===== config.mk =====
export PLATFORM = sky130hd
export DESIGN_NAME = pio_top
export DESIGN_NICKNAME = d
export VERILOG_FILES = /design/src/pkg/pio_pkg.sv /design/src/design/pio_sync2.sv /design/src/design/pio_pin_drive.sv /design/src/design/pio_top.sv
export SDC_FILE = /design/constraint.sdc
export NUM_CORES = 1
export LEC_CHECK = 0
export BUFFER_PORTS_ARGS = -buffer_cell sky130_fd_sc_hd__buf_2
export CAP_MARGIN = 20
export CORE_ASPECT_RATIO = 0.9
export CORE_UTILIZATION = 30
export CTS_CLUSTER_DIAMETER = 200
export DETAILED_ROUTE_END_ITERATION = 8
export GPL_TIMING_DRIVEN = 0
export MAX_ROUTING_LAYER = met4
export PLACE_DENSITY = 0.64
export SYNTH_ARGS = -nofsm -noshare
export SYNTH_HDL_FRONTEND = slang
export SYNTH_SLANG_ARGS = --single-unit

===== constraint.sdc =====
create_clock -name clk_sys -period 1.8 [get_ports clk_sys]
set_input_delay 0.54 -clock clk_sys [delete_from_list [all_inputs] [get_ports clk_sys]]
set_output_delay 0.54 -clock clk_sys [all_outputs]
set_load 0.005 [all_outputs]

===== src/pkg/pio_pkg.sv =====
// Purpose: Shared constants and types for the port I/O and counter control block.
// Assumes: APB slave with 32-bit data, one register per aligned word.
// Notes: A register's byte address is its index times four.
package pio_pkg;
    // ----------------------------------------------------------------------
    // Register map
    // ----------------------------------------------------------------------
    localparam int ADDR_W = 8;
    localparam int IDX_W = 6;
    localparam logic [IDX_W-1:0] IDX_PORT_OUT = 6'h00;
    localparam logic [IDX_W-1:0] IDX_PORT_DIR = 6'h01;
    localparam logic [IDX_W-1:0] IDX_PORT_PIN = 6'h02;
    localparam logic [IDX_W-1:0] IDX_CNT_CTRL = 6'h03;
    localparam logic [IDX_W-1:0] IDX_PORT_CFG = 6'h04;
    localparam logic [IDX_W-1:0] IDX_TMR_ROUTE = 6'h05;
    localparam logic [IDX_W-1:0] IDX_NARROW_OUT = 6'h06;
    // ----------------------------------------------------------------------
    // Field positions
    // ----------------------------------------------------------------------
    localparam int CNT_TIMER_16BIT_EN_BIT = 7;
    localparam int CNT_TIMER_8BIT_EN_BIT = 6;
    localparam int CNT_SYNC_BIT = 5;
    localparam logic [7:0] CNT_RSVD_ONES = 8'h1f;
    localparam int CFG_PUSH_PULL_BIT = 0;
    localparam int CFG_PIN5_SEL_BIT = 1;
    localparam int CFG_DIGITAL_BIT = 2;
    localparam int CFG_COMP_EN_BIT = 3;
    localparam int CFG_EDGE_SRC_BIT = 4;
    localparam int ROUTE_TIMER_8BIT_BIT = 0;
    localparam int ROUTE_TIMER_16BIT_BIT = 1;
    localparam int ROUTE_COMMON_LO = 4;
    localparam int ROUTE_COMMON_HI = 5;
    // ----------------------------------------------------------------------
    // Reset values
    // ----------------------------------------------------------------------
    localparam logic [7:0] PORT_OUT_RESET = 8'h00;
    localparam logic [7:0] PORT_DIR_RESET = 8'h00;
    localparam logic [7:0] PORT_CFG_RESET = 8'h00;
    localparam logic [7:0] ROUTE_RESET = 8'h00;
    localparam logic [3:0] NARROW_OUT_RESET = 4'h0;
    // ----------------------------------------------------------------------
    // Carriers
    // ----------------------------------------------------------------------
    typedef struct packed {
        logic timer8bit;
        logic timer16bit;
        logic combo;
    } pio_timer_out_t;
    typedef struct packed {
        logic timer16bitEn;
        logic timer8bitEn;
        logic sync;
    } pio_cnt_ctrl_t;
endpackage


===== src/design/pio_sync2.sv =====
// Purpose: Two-flop synchroniser for pin levels.
// Assumes: Inputs are levels from outside the clock domain.
// Notes: Only the second stage may be read by logic.
`timescale 1ns/1ps
`default_nettype none
module pio_sync2 #(
    parameter int W = 8
) (
    input wire logic clk_sys,
    input wire logic nrst,
    input wire logic [W-1:0] din,
    output logic [W-1:0] dout
);
    logic [W-1:0] stage1_reg;

    always_ff @(posedge clk_sys or negedge nrst) begin
        if (!nrst) begin
            stage1_reg <= '0;
            dout <= '0;
        end else begin
            stage1_reg <= din;
            dout <= stage1_reg;
        end
    end
endmodule
`default_nettype wire


===== src/design/pio_pin_drive.sv =====
// Purpose: Output driver of one wide-port line.
// Assumes: Direction, drive style and data come from registers on clk_sys.
// Notes: Open-drain lines drive only a low; a high is released to the pull-up.
`timescale 1ns/1ps
`default_nettype none
module pio_pin_drive (
    input wire logic clk_sys,
    input wire logic nrst,
    input wire logic dirOut,
    input wire logic pushPull,
    input wire logic dataOut,
    input wire logic pullOpt,
    output logic padOut,
    output logic padOe,
    output logic padPullEn
);
    always_ff @(posedge clk_sys or negedge nrst) begin
        if (!nrst) begin
            padOut <= 1'b0;
            padOe <= 1'b0;
            padPullEn <= 1'b0;
        end else begin
            padOut <= pushPull & dataOut;
            padOe <= dirOut & (pushPull | ~dataOut);
            padPullEn <= pullOpt;
        end
    end
endmodule
`default_nettype wire


===== src/design/pio_top.sv =====
// Purpose: Wide-port I/O, narrow-port routing and counter enable control.
// Assumes: APB slave on clk_sys; pins are synchronised before use.
// Notes: Counter and comparator internals live outside this block.
//
// Contract
// - Each wide-port line is independently an input or output under software.
// - One global setting makes all wide-port outputs push-pull or open-drain.
// - After power-on reset all wide-port lines are inputs.
// - A nonvolatile option connects pull-ups on all eight wide-port lines.
// - Wide-port inputs are combined in an AND and an OR wake-up gate.
// - Wide-port bit 0 may feed the edge detector in edge capture mode.
// - Entering stop mode powers down the narrow-port comparators.
// - Narrow pins 4, 5, 6 show 8-bit, 16-bit and combined timer outputs.
// - Common control bits 5:4 and timer control bits 1:0 route narrow outputs.
// - A dedicated select bit picks normal output or timer output on pin 5.
// - Counter control bits 7 and 6 enable, stop and report both counters.
// - Power-on reset clears both enables and the sync bit.
// - Sync bit is read/write and survives stop-mode recovery.
// - Counter control low five bits read as ones; writes ignored.
//
// Our own choice: the APB slave port.
`timescale 1ns/1ps
`default_nettype none
module pio_top #(
    parameter int PORT_W = 8
) (
    input wire logic clk_sys,
    input wire logic nrst,
    input wire logic [pio_pkg::ADDR_W-1:0] paddr,
    input wire logic psel,
    input wire logic penable,
    input wire logic pwrite,
    input wire logic [31:0] pwdata,
    output logic [31:0] prdata,
    output logic pready,
    output logic pslverr,
    input wire logic [PORT_W-1:0] widePortIn,
    output logic [PORT_W-1:0] widePortOut,
    output logic [PORT_W-1:0] widePortOe,
    output logic [PORT_W-1:0] widePortPullEn,
    input wire logic pullupOption,
    input wire logic [2:0] narrowPortIn,
    output logic [3:0] narrowPortOut,
    input wire pio_pkg::pio_timer_out_t timerOut,
    input wire logic edgeCaptureMode,
    input wire logic stopMode,
    input wire logic stopRecover,
    output logic edgeCaptureIn,
    output logic wakeAnd,
    output logic wakeOr,
    output logic compPowerEn,
    output logic [2:0] recoverySrc,
    output pio_pkg::pio_cnt_ctrl_t cntCtrl,
    output logic timer8bitStart,
    output logic timer16bitStart
);
    // ----------------------------------------------------------------------
    // Pin synchronisers
    // ----------------------------------------------------------------------
    logic [PORT_W-1:0] wideSync;
    logic [2:0] narrowSync;
    logic pullSync;

    pio_sync2 #(.W(PORT_W + 4)) u_sync (
        .clk_sys(clk_sys),
        .nrst(nrst),
        .din({pullupOption, narrowPortIn, widePortIn}),
        .dout({pullSync, narrowSync, wideSync})
    );

    // ----------------------------------------------------------------------
    // APB decode
    // ----------------------------------------------------------------------
    logic [pio_pkg::IDX_W-1:0] regIdx;
    logic setupPhase;
    logic wrEn;
    logic mapped;
    logic [7:0] rdByte;

    logic [PORT_W-1:0] portOut_reg;
    logic [PORT_W-1:0] portDir_reg;
    logic [7:0] portCfg_reg;
    logic [7:0] route_reg;
    logic [3:0] narrowOut_reg;

    assign regIdx = paddr[pio_pkg::ADDR_W-1:2];
    assign setupPhase = psel & ~penable;
    assign wrEn = psel & penable & pready & pwrite & ~pslverr;

    always_comb begin
        mapped = (paddr[1:0] == 2'h0);
        rdByte = 8'h00;
        case (regIdx)
            pio_pkg::IDX_PORT_OUT: rdByte = portOut_reg;
            pio_pkg::IDX_PORT_DIR: rdByte = portDir_reg;
            pio_pkg::IDX_PORT_PIN: rdByte = wideSync;
            pio_pkg::IDX_CNT_CTRL: rdByte = {cntCtrl, pio_pkg::CNT_RSVD_ONES[4:0]};
            pio_pkg::IDX_PORT_CFG: rdByte = portCfg_reg;
            pio_pkg::IDX_TMR_ROUTE: rdByte = route_reg;
            pio_pkg::IDX_NARROW_OUT: rdByte = {4'h0, narrowOut_reg};
            default: mapped = 1'b0;
        endcase
    end

    // The answer is prepared in the setup cycle so every bus output is a flop.
    always_ff @(posedge clk_sys or negedge nrst) begin
        if (!nrst) begin
            pready <= 1'b0;
            pslverr <= 1'b0;
            prdata <= 32'h0000_0000;
        end else begin
            pready <= setupPhase;
            pslverr <= setupPhase & ~mapped;
            if (setupPhase) begin
                prdata <= (mapped && !pwrite) ? {24'h000000, rdByte} : 32'h0000_0000;
            end
        end
    end

    // ----------------------------------------------------------------------
    // Software registers
    // ----------------------------------------------------------------------
    always_ff @(posedge clk_sys or negedge nrst) begin
        if (!nrst) begin
            portDir_reg <= pio_pkg::PORT_DIR_RESET;
        end else if (wrEn && regIdx == pio_pkg::IDX_PORT_DIR) begin
            portDir_reg <= pwdata[PORT_W-1:0];
        end
    end

    always_ff @(posedge clk_sys or negedge nrst) begin
        if (!nrst) begin
            portOut_reg <= pio_pkg::PORT_OUT_RESET;
        end else if (wrEn && regIdx == pio_pkg::IDX_PORT_OUT) begin
            portOut_reg <= pwdata[PORT_W-1:0];
        end
    end

    always_ff @(posedge clk_sys or negedge nrst) begin
        if (!nrst) begin
            portCfg_reg <= pio_pkg::PORT_CFG_RESET;
            route_reg <= pio_pkg::ROUTE_RESET;
            narrowOut_reg <= pio_pkg::NARROW_OUT_RESET;
        end else if (wrEn) begin
            if (regIdx == pio_pkg::IDX_PORT_CFG) begin
                portCfg_reg <= pwdata[7:0];
            end
            if (regIdx == pio_pkg::IDX_TMR_ROUTE) begin
                route_reg <= pwdata[7:0];
            end
            if (regIdx == pio_pkg::IDX_NARROW_OUT) begin
                narrowOut_reg <= pwdata[3:0];
            end
        end
    end

    // ----------------------------------------------------------------------
    // Counter enable and sync control
    // ----------------------------------------------------------------------
    logic cntWr;
    pio_pkg::pio_cnt_ctrl_t cnt_next;

    assign cntWr = wrEn && regIdx == pio_pkg::IDX_CNT_CTRL;

    always_comb begin
        cnt_next = cntCtrl;
        if (cntWr) begin
            cnt_next.timer16bitEn = pwdata[pio_pkg::CNT_TIMER_16BIT_EN_BIT];
            cnt_next.timer8bitEn = pwdata[pio_pkg::CNT_TIMER_8BIT_EN_BIT];
            cnt_next.sync = pwdata[pio_pkg::CNT_SYNC_BIT];
        end else if (stopRecover) begin
            cnt_next.timer16bitEn = 1'b0;
            cnt_next.timer8bitEn = 1'b0;
        end
    end

    always_ff @(posedge clk_sys or negedge nrst) begin
        if (!nrst) begin
            cntCtrl <= '0;
            timer8bitStart <= 1'b0;
            timer16bitStart <= 1'b0;
        end else begin
            cntCtrl <= cnt_next;
            // Both starts come from one edge, so a synced double enable is aligned.
            timer8bitStart <= cnt_next.timer8bitEn & ~cntCtrl.timer8bitEn;
            timer16bitStart <= cnt_next.timer16bitEn & ~cntCtrl.timer16bitEn;
        end
    end

    // ----------------------------------------------------------------------
    // Wide-port drivers
    // ----------------------------------------------------------------------
    for (genvar i = 0; i < PORT_W; i++) begin : g_pin
        pio_pin_drive u_drv (
            .clk_sys(clk_sys),
            .nrst(nrst),
            .dirOut(portDir_reg[i]),
            .pushPull(portCfg_reg[pio_pkg::CFG_PUSH_PULL_BIT]),
            .dataOut(portOut_reg[i]),
            .pullOpt(pullSync),
            .padOut(widePortOut[i]),
            .padOe(widePortOe[i]),
            .padPullEn(widePortPullEn[i])
        );
    end

    // ----------------------------------------------------------------------
    // Wake-up, edge source, comparators and narrow outputs
    // ----------------------------------------------------------------------
    always_ff @(posedge clk_sys or negedge nrst) begin
        if (!nrst) begin
            wakeAnd <= 1'b0;
            wakeOr <= 1'b0;
            edgeCaptureIn <= 1'b0;
            compPowerEn <= 1'b0;
            recoverySrc <= 3'h0;
        end else begin
            wakeAnd <= &wideSync;
            wakeOr <= |wideSync;
            edgeCaptureIn <= (edgeCaptureMode && portCfg_reg[pio_pkg::CFG_EDGE_SRC_BIT])
                ? wideSync[0] : narrowSync[0];
            compPowerEn <= portCfg_reg[pio_pkg::CFG_COMP_EN_BIT] & ~stopMode;
            // Narrow inputs reach recovery only in digital mode.
            recoverySrc <= portCfg_reg[pio_pkg::CFG_DIGITAL_BIT] ? narrowSync : 3'h0;
        end
    end

    always_ff @(posedge clk_sys or negedge nrst) begin
        if (!nrst) begin
            narrowPortOut <= 4'h0;
        end else begin
            narrowPortOut[0] <= route_reg[pio_pkg::ROUTE_TIMER_8BIT_BIT] ? timerOut.timer8bit
                : narrowOut_reg[0];
            narrowPortOut[1] <= portCfg_reg[pio_pkg::CFG_PIN5_SEL_BIT]
                ? (timerOut.timer16bit & route_reg[pio_pkg::ROUTE_TIMER_16BIT_BIT])
                : narrowOut_reg[1];
            narrowPortOut[2] <= (route_reg[pio_pkg::ROUTE_COMMON_HI:pio_pkg::ROUTE_COMMON_LO]
                != 2'h0) ? timerOut.combo : narrowOut_reg[2];
            narrowPortOut[3] <= narrowOut_reg[3];
        end
    end

    logic afterReset_reg;
    always_ff @(posedge clk_sys or negedge nrst) begin
        if (!nrst) begin
            afterReset_reg <= 1'b1;
        end else begin
            afterReset_reg <= 1'b0;
        end
    end
endmodule
`default_nettype wire


==> results of run 1 <==
[power breakdown]
group	switching, W	internal, W	total, W
logic	0.000170	0.000149	0.000319
registers	0.0000302	0.00236	0.00239
clock network	0.000844	0.00122	0.00207
total	0.00104	0.00373	0.00477
[worst register-to-register path, stage by stage (launching register included)]
cell and delay [ns]:
dfrtp_1 0.37, nand4_1 0.20, nor3_4 0.17, or4b_4 0.49, buf_12 0.17, mux2_4 0.29
[area by class of cell]
| type | count | area (um^2) | share of cell area [%] |
|---|---|---|---|
| Clock buffer | 9 | 225 | 3.99 |
| Timing Repair Buffer | 95 | 536 | 9.49 |
| Tap cell | 193 | 241 | 4.28 |
| Buffer | 59 | 433 | 7.67 |
| Multi-Input combinational cell | 190 | 1520 | 26.9 |
| Inverter | 5 | 18.8 | 0.332 |
| Clock inverter | 7 | 96.3 | 1.71 |
| Sequential cell | 103 | 2580 | 45.7 |
[layout by cell type (no fill, tap or decap), types with 4 or more instances in the layout]
master     count
a21boi_0       8
a22oi_1        4
and2_1        11
buf_2         87
buf_4         53
buf_6          5
clkbuf_16      9
clkbuf_2       4
conb_1        24
dfrtp_1      103
inv_1          5
mux2_2        20
mux2_4        20
mux2i_1       14
nand2_1       16
nand2b_1       4
nand4_1        4
nor2_1         6
nor3_1         5
o21ai_0       14
o2bb2ai_1      4
[repair_timing]
item,4_1_cts,5_1_grt
setup endpoints to repair,37,40
pin swaps,1,2
resized for setup,12,26
setup buffers,2,4
[logic make-up (layout without fill, tap and decap cells)]
| kind of cell | Yosys count | in the layout | synth area share (%) |
|---|---|---|---|
| flops | 103 | 103 | 59.1 |
| simple gates | 72 | 72 | 9.62 |
| buf+inv | 66 | 175 | 9.99 |
| mux | 56 | 56 | 15.3 |
| compound gates | 38 | 38 | 5.91 |
| other cells | 1 | 24 | 0.0860 |
[worst max-delay path by stage]
stage / startpoint / end / slack, ns / cells past startpoint
4_1_cts: paddr[5] / portCfg_reg[6] / -0.18 / 7
6_report: paddr[7] / portCfg_reg[6] / -0.17 / 6
2_1_floorplan: paddr[5] / portCfg_reg[0] / -0.42 / 6
3_3_place_gp: nrst / g_pin[3].u_drv.padOut / -0.87 / 1
3_5_place_dp: paddr[2] / portDir_reg[3] / -0.75 / 5
5_1_grt: paddr[7] / portCfg_reg[6] / -0.20 / 6
[stage by stage]
step / TNS [ns] / std cells
3_5_place_dp: -24.38 / 641
5_1_grt: -3.37 / 661
4_1_cts: -2.54 / 659
3_3_place_gp: -112.02 / 640
2_1_floorplan: -7.69 / 359
6_report: -2.36 / 661
[per-layer routing]
layer / part of all wire (%) / up-vias / global-route usage [%]
li1: - / 1349 / -
met3: 6.0 / 10 / 3.66
met5: 0 / - / -
met1: 47 / 1360 / 18.4
met2: 46 / 95 / 20.9
met4: 1.1 / 0 / 4.63
==> impl_metrics.py, run 1 <==
metrics = {
    "worst_setup_path": {
        "critPathKind": "in -> reg",
        "worst-path-max-fanout": 8,
        "arrival_ns": 2.20,
        "crit_slowest_cell": "or4b_4",
        "reg2reg_depth": 5,
        "start_kind": "input pin",
        "worstPathBufferInverterCount": 2,
        "crit_path_cell_trace": "buf_6 -> or3_4 -> nor3_4 -> or4b_4 -> buf_12 -> mux2_4",
        "max_stage_delay_ns": 0.49,
        "reg2reg_slack_ns": -0.01,
        "required_ns": 2.03,
        "r2r-start": "pready",
        "cp_top_family": "simple AND/OR/NAND/NOR gates",
        "reg2reg_to": "portCfg_reg[6]",
        "end_kind": "register",
    },
    "synthesis": {
        "ys_ff_latch": 103,
        "synth-seq-area-share_pct": 59.1,
        "synth.top_cell.area_share_pct": 59.1,
        "async_flop_share_pct": 100,
        "synth_cell_types": 42,
        "synth_warnings": 0,
        "synth_common_cells": "103 x dfrtp_1, 49 x buf_4, 32 x mux2_2",
        "syn_area_um2": 4360,
        "syn_inst": 336,
        "avgSynthCellArea_um2": 13.0,
        "synth_ff_type": "dfrtp_1",
        "synth_top_area_cell": "dfrtp_1",
        "synthTopCellsByArea": "dfrtp_1 59%, buf_4 8.4%, mux2_2 8.3%",
        "synth_edf_count": 0,
        "yosysMostFrequentCell": "dfrtp_1",
    },
    "placement": {
        "hpwl_um": 7230,
        "pre_cts_ws_ns": -0.746,
        "place.port_buffers": 88,
        "gp_congestion": 0.847,
        "place_area_um2": 5170,
    },
    "route": {
        "drtPass1Iterations": 4,
        "dr.first_iter.drc_count": 129,
        "ant_nets": 0,
        "routedWlPerCell_um": 14.8,
        "postRouteWirelength_um": 9790,
        "via_per_inst": 4.26,
        "drc": 0,
        "vias": 2814,
    },
    "outcome": {
        "violations": "setup timing",
        "status": "finished with violations",
    },
    "die": {
        "core_region_area_um2": 14100,
        "ios": 137,
        "die-height_um": 116,
        "dieWidth_um": 129,
        "die_area_um2": 15000,
        "rows": 41,
        "start_util_pct": 30.9,
    },
    "power": {
        "cellLeakagePower_nw": 2.95,
        "total_power_w": 0.00478,
        "powerDensity_nw_per_um2": 846,
        "peakVddDrop_mv": 0.577,
    },
    "clock_network": {
        "cts_tree": "done",
        "postCtsHoldBufs": 0,
        "cts_buffer_depth": 2,
        "clock-root-buffer": "clkbuf_16",
        "cts.sinks": 103,
        "cts_made_buffers": 9,
        "clkTransAtPathRegs_ns": 0.07,
        "insertion_delay_ns": 0.35,
        "cts_htree_levels": 3,
    },
    "finish": {
        "drive_above_1_share_pct": 47.0,
        "syn_to_final_growth_pct": 29.5,
        "final_util_pct": 40.0,
        "final_cell_area_um2": 5650,
        "final_nets": 526,
        "fillers": 1344,
        "diodes": 0,
    },
    "timing": {
        "setup_viol": 20,
        "whs_ns": 0.153,
        "period_needed_ns": 1.97,
        "period_share_pct": 110,
        "hold_viol": 0,
        "relSlewSlack_pct": 62.4,
        "fin_ws_ns": -0.174,
        "rsz0062_at_grt": "yes",
        "slew_violations": 0,
        "clock.fmax_mhz": 507,
        "clock_skew_ns": 0.00597,
        "worst_pin_slew_ns": 0.563,
    },
    "hold_path": {
        "hold_class": "in -> async",
    },
    "grt": {
        "grt_pass1_wl_um": 14900,
        "grt_start_max_net_pins": 69,
        "grt.overflow.total": 0,
        "grt_pass1_vias": 2795,
        "antenna_found_initial": 0,
        "track_usage_pct": 13.9,
    },
    "run": {
        "drv_cap": 0,
    },
}
(Power assumes the default switching activity.)
==> run 2: changes to the inputs <==
--- a/config.mk
+++ b/config.mk
@@ -14,6 +14,7 @@
 export GPL_TIMING_DRIVEN = 0
 export MAX_ROUTING_LAYER = met4
 export PLACE_DENSITY = 0.64
+export SETUP_SLACK_MARGIN = 0.02
 export SYNTH_ARGS = -nofsm -noshare
 export SYNTH_HDL_FRONTEND = slang
 export SYNTH_SLANG_ARGS = --single-unit
==> run 2 against run 1 <==
  * The flow still finishes with violations (setup timing)
  * Clock skew rose by 0.0011 ns
  * Critical path depth did not move
  * Register-to-register slack worse by 0.04 ns
  * First-iteration DRC count fell by 20%
  * Sequential cell count did not move
  * Sequential power about the same
  * Non-clock buffer count up 1
  * Critical endpoint is now portCfg_reg[2]
  * Setup slack gained 0.073 ns
==> impl_metrics.py, run 2 (synthesized netlist as in run 1, its figures left out) <==
metrics = {
    "timing": {
        "fin_ws_ns": -0.100,
        "clock_skew_ns": 0.00708,
        "whs_ns": 0.222,
        "rsz0062_at_grt": "yes",
        "worst_pin_slew_ns": 0.649,
        "relSlewSlack_pct": 56.7,
        "period_needed_ns": 1.90,
        "clock.fmax_mhz": 526,
        "hold_viol": 0,
        "tns_ns": -0.857,
        "setup_viol": 11,
        "slew_violations": 0,
        "period_share_pct": 106,
    },
    "worst_setup_path": {
        "end_kind": "register",
        "r2r-start": "pready",
        "critPathKind": "in -> reg",
        "start_kind": "input pin",
        "reg2reg_to": "portCfg_reg[2]",
        "required_ns": 2.03,
        "reg2reg_depth": 5,
        "arrival_ns": 2.13,
        "worst-path-max-fanout": 8,
        "reg2reg_slack_ns": -0.05,
    },
    "placement": {
        "place.port_buffers": 88,
        "place_area_um2": 5170,
        "gp_congestion": 0.838,
        "hpwl_um": 7130,
    },
    "route": {
        "vias": 2834,
        "routedWlPerCell_um": 14.8,
        "ant_nets": 0,
        "drtPass1Iterations": 4,
        "via_per_inst": 4.28,
        "wl_met3_um": 520,
        "m1WireLength_um": 4680,
        "postRouteWirelength_um": 9770,
        "met2RoutedLength_um": 4450,
        "drc": 0,
        "highest_layer": "met4",
        "dr.first_iter.drc_count": 103,
    },
    "outcome": {
        "status": "finished with violations",
        "violations": "setup timing",
    },
    "finish": {
        "mostFrequentLayoutCells": "103 x dfrtp_1, 87 x buf_2, 55 x buf_4",
        "syn_to_final_growth_pct": 28.3,
        "final_nets": 527,
        "drive_above_1_share_pct": 46.9,
        "diodes": 0,
        "final_cell_area_um2": 5590,
        "final_common_cell": "dfrtp_1",
        "final_util_pct": 39.6,
    },
    "power": {
        "powerDensity_nw_per_um2": 838,
        "cellLeakagePower_nw": 2.91,
        "peakVddDrop_mv": 0.653,
        "total_power_w": 0.00468,
    },
    "run": {
        "drv_cap": 0,
    },
    "die": {
        "start_util_pct": 30.9,
        "die-height_um": 116,
        "die_area_um2": 15000,
        "dieWidth_um": 129,
        "core_region_area_um2": 14100,
        "ios": 137,
        "rows": 41,
    },
    "clock_network": {
        "postCtsHoldBufs": 0,
        "clkTransAtPathRegs_ns": 0.07,
        "cts.sinks": 103,
        "cts_htree_levels": 3,
        "cts_made_buffers": 9,
        "cts_tree": "done",
        "clock-root-buffer": "clkbuf_16",
        "cts_buffer_depth": 2,
        "insertion_delay_ns": 0.35,
    },
    "grt": {
        "grt_pass1_vias": 2806,
        "antenna_found_initial": 0,
        "grt_pass1_wl_um": 15300,
        "track_usage_pct": 14.3,
        "grt.overflow.total": 0,
        "grt_start_max_net_pins": 54,
    },
    "hold_path": {
        "hold_class": "in -> async",
    },
}
## run 2: cell types whose count changed in the layout (fill, tap and decap cells not counted), moves of 2 or more
cell        change
clkinvlp_4      +2
mux2_2         +12
clkinv_2        -2
mux2_4         -12
buf_6           -2
buf_4           +2
## run 2: worst max-delay path, stage by stage
cell and delay, ns:
buf_6 0.09, or3_4 0.40, nor3_4 0.13, or4b_4 0.49, buf_12 0.17, mux2_4 0.29
## run 2: how the worst max path moves through the flow
stage / startpoint / end / slack [ns] / cells past startpoint
finish: paddr[6] / portCfg_reg[2] / -0.10 / 6
global route: paddr[6] / portCfg_reg[2] / -0.13 / 6
CTS: paddr[6] / portCfg_reg[6] / -0.22 / 7
detailed placement: paddr[2] / portDir_reg[0] / -0.70 / 5
global placement: nrst / g_pin[3].u_drv.padOe / -0.86 / 1
floorplan: paddr[5] / portCfg_reg[0] / -0.42 / 6
## run 2: power breakdown
group / total (W) / switching (W) / internal (W)
sequential: 0.00239 / 0.0000300 / 0.00236
combinational: 0.000317 / 0.000169 / 0.000148
clock: 0.00198 / 0.000884 / 0.00109
## run 2: what timing repair did
item,in CTS,in global routing
gates resized for setup,12,11
setup buffers,5,1
pin swaps,3,2
setup endpoints to repair,42,45
## run 2: final cells by class
class                   count  area (um^2)
inverters                   5         18.8
repair buffers             95          528
multi-input cells         190         1470
fillers                  1358         8520
plain buffers              60          447
well taps                 193          241
flip-flops and latches    103         2580
clock inverters             7         82.6
clock buffers               9          225
## run 2: through the flow
stage | std cells | worst slack [ns]
floorplan | 359 | -0.418
global placement | 640 | -0.856
finish | 662 | -0.100
global route | 662 | -0.126
detailed placement | 641 | -0.702
CTS | 662 | -0.216
## run 2: routing by layer
metal / vias up / GRT usage, %
met2: 101 / 21.5
met4: 0 / 4.47
met5: - / -
li1: 1359 / -
met3: 14 / 3.25
met1: 1360 / 19.1
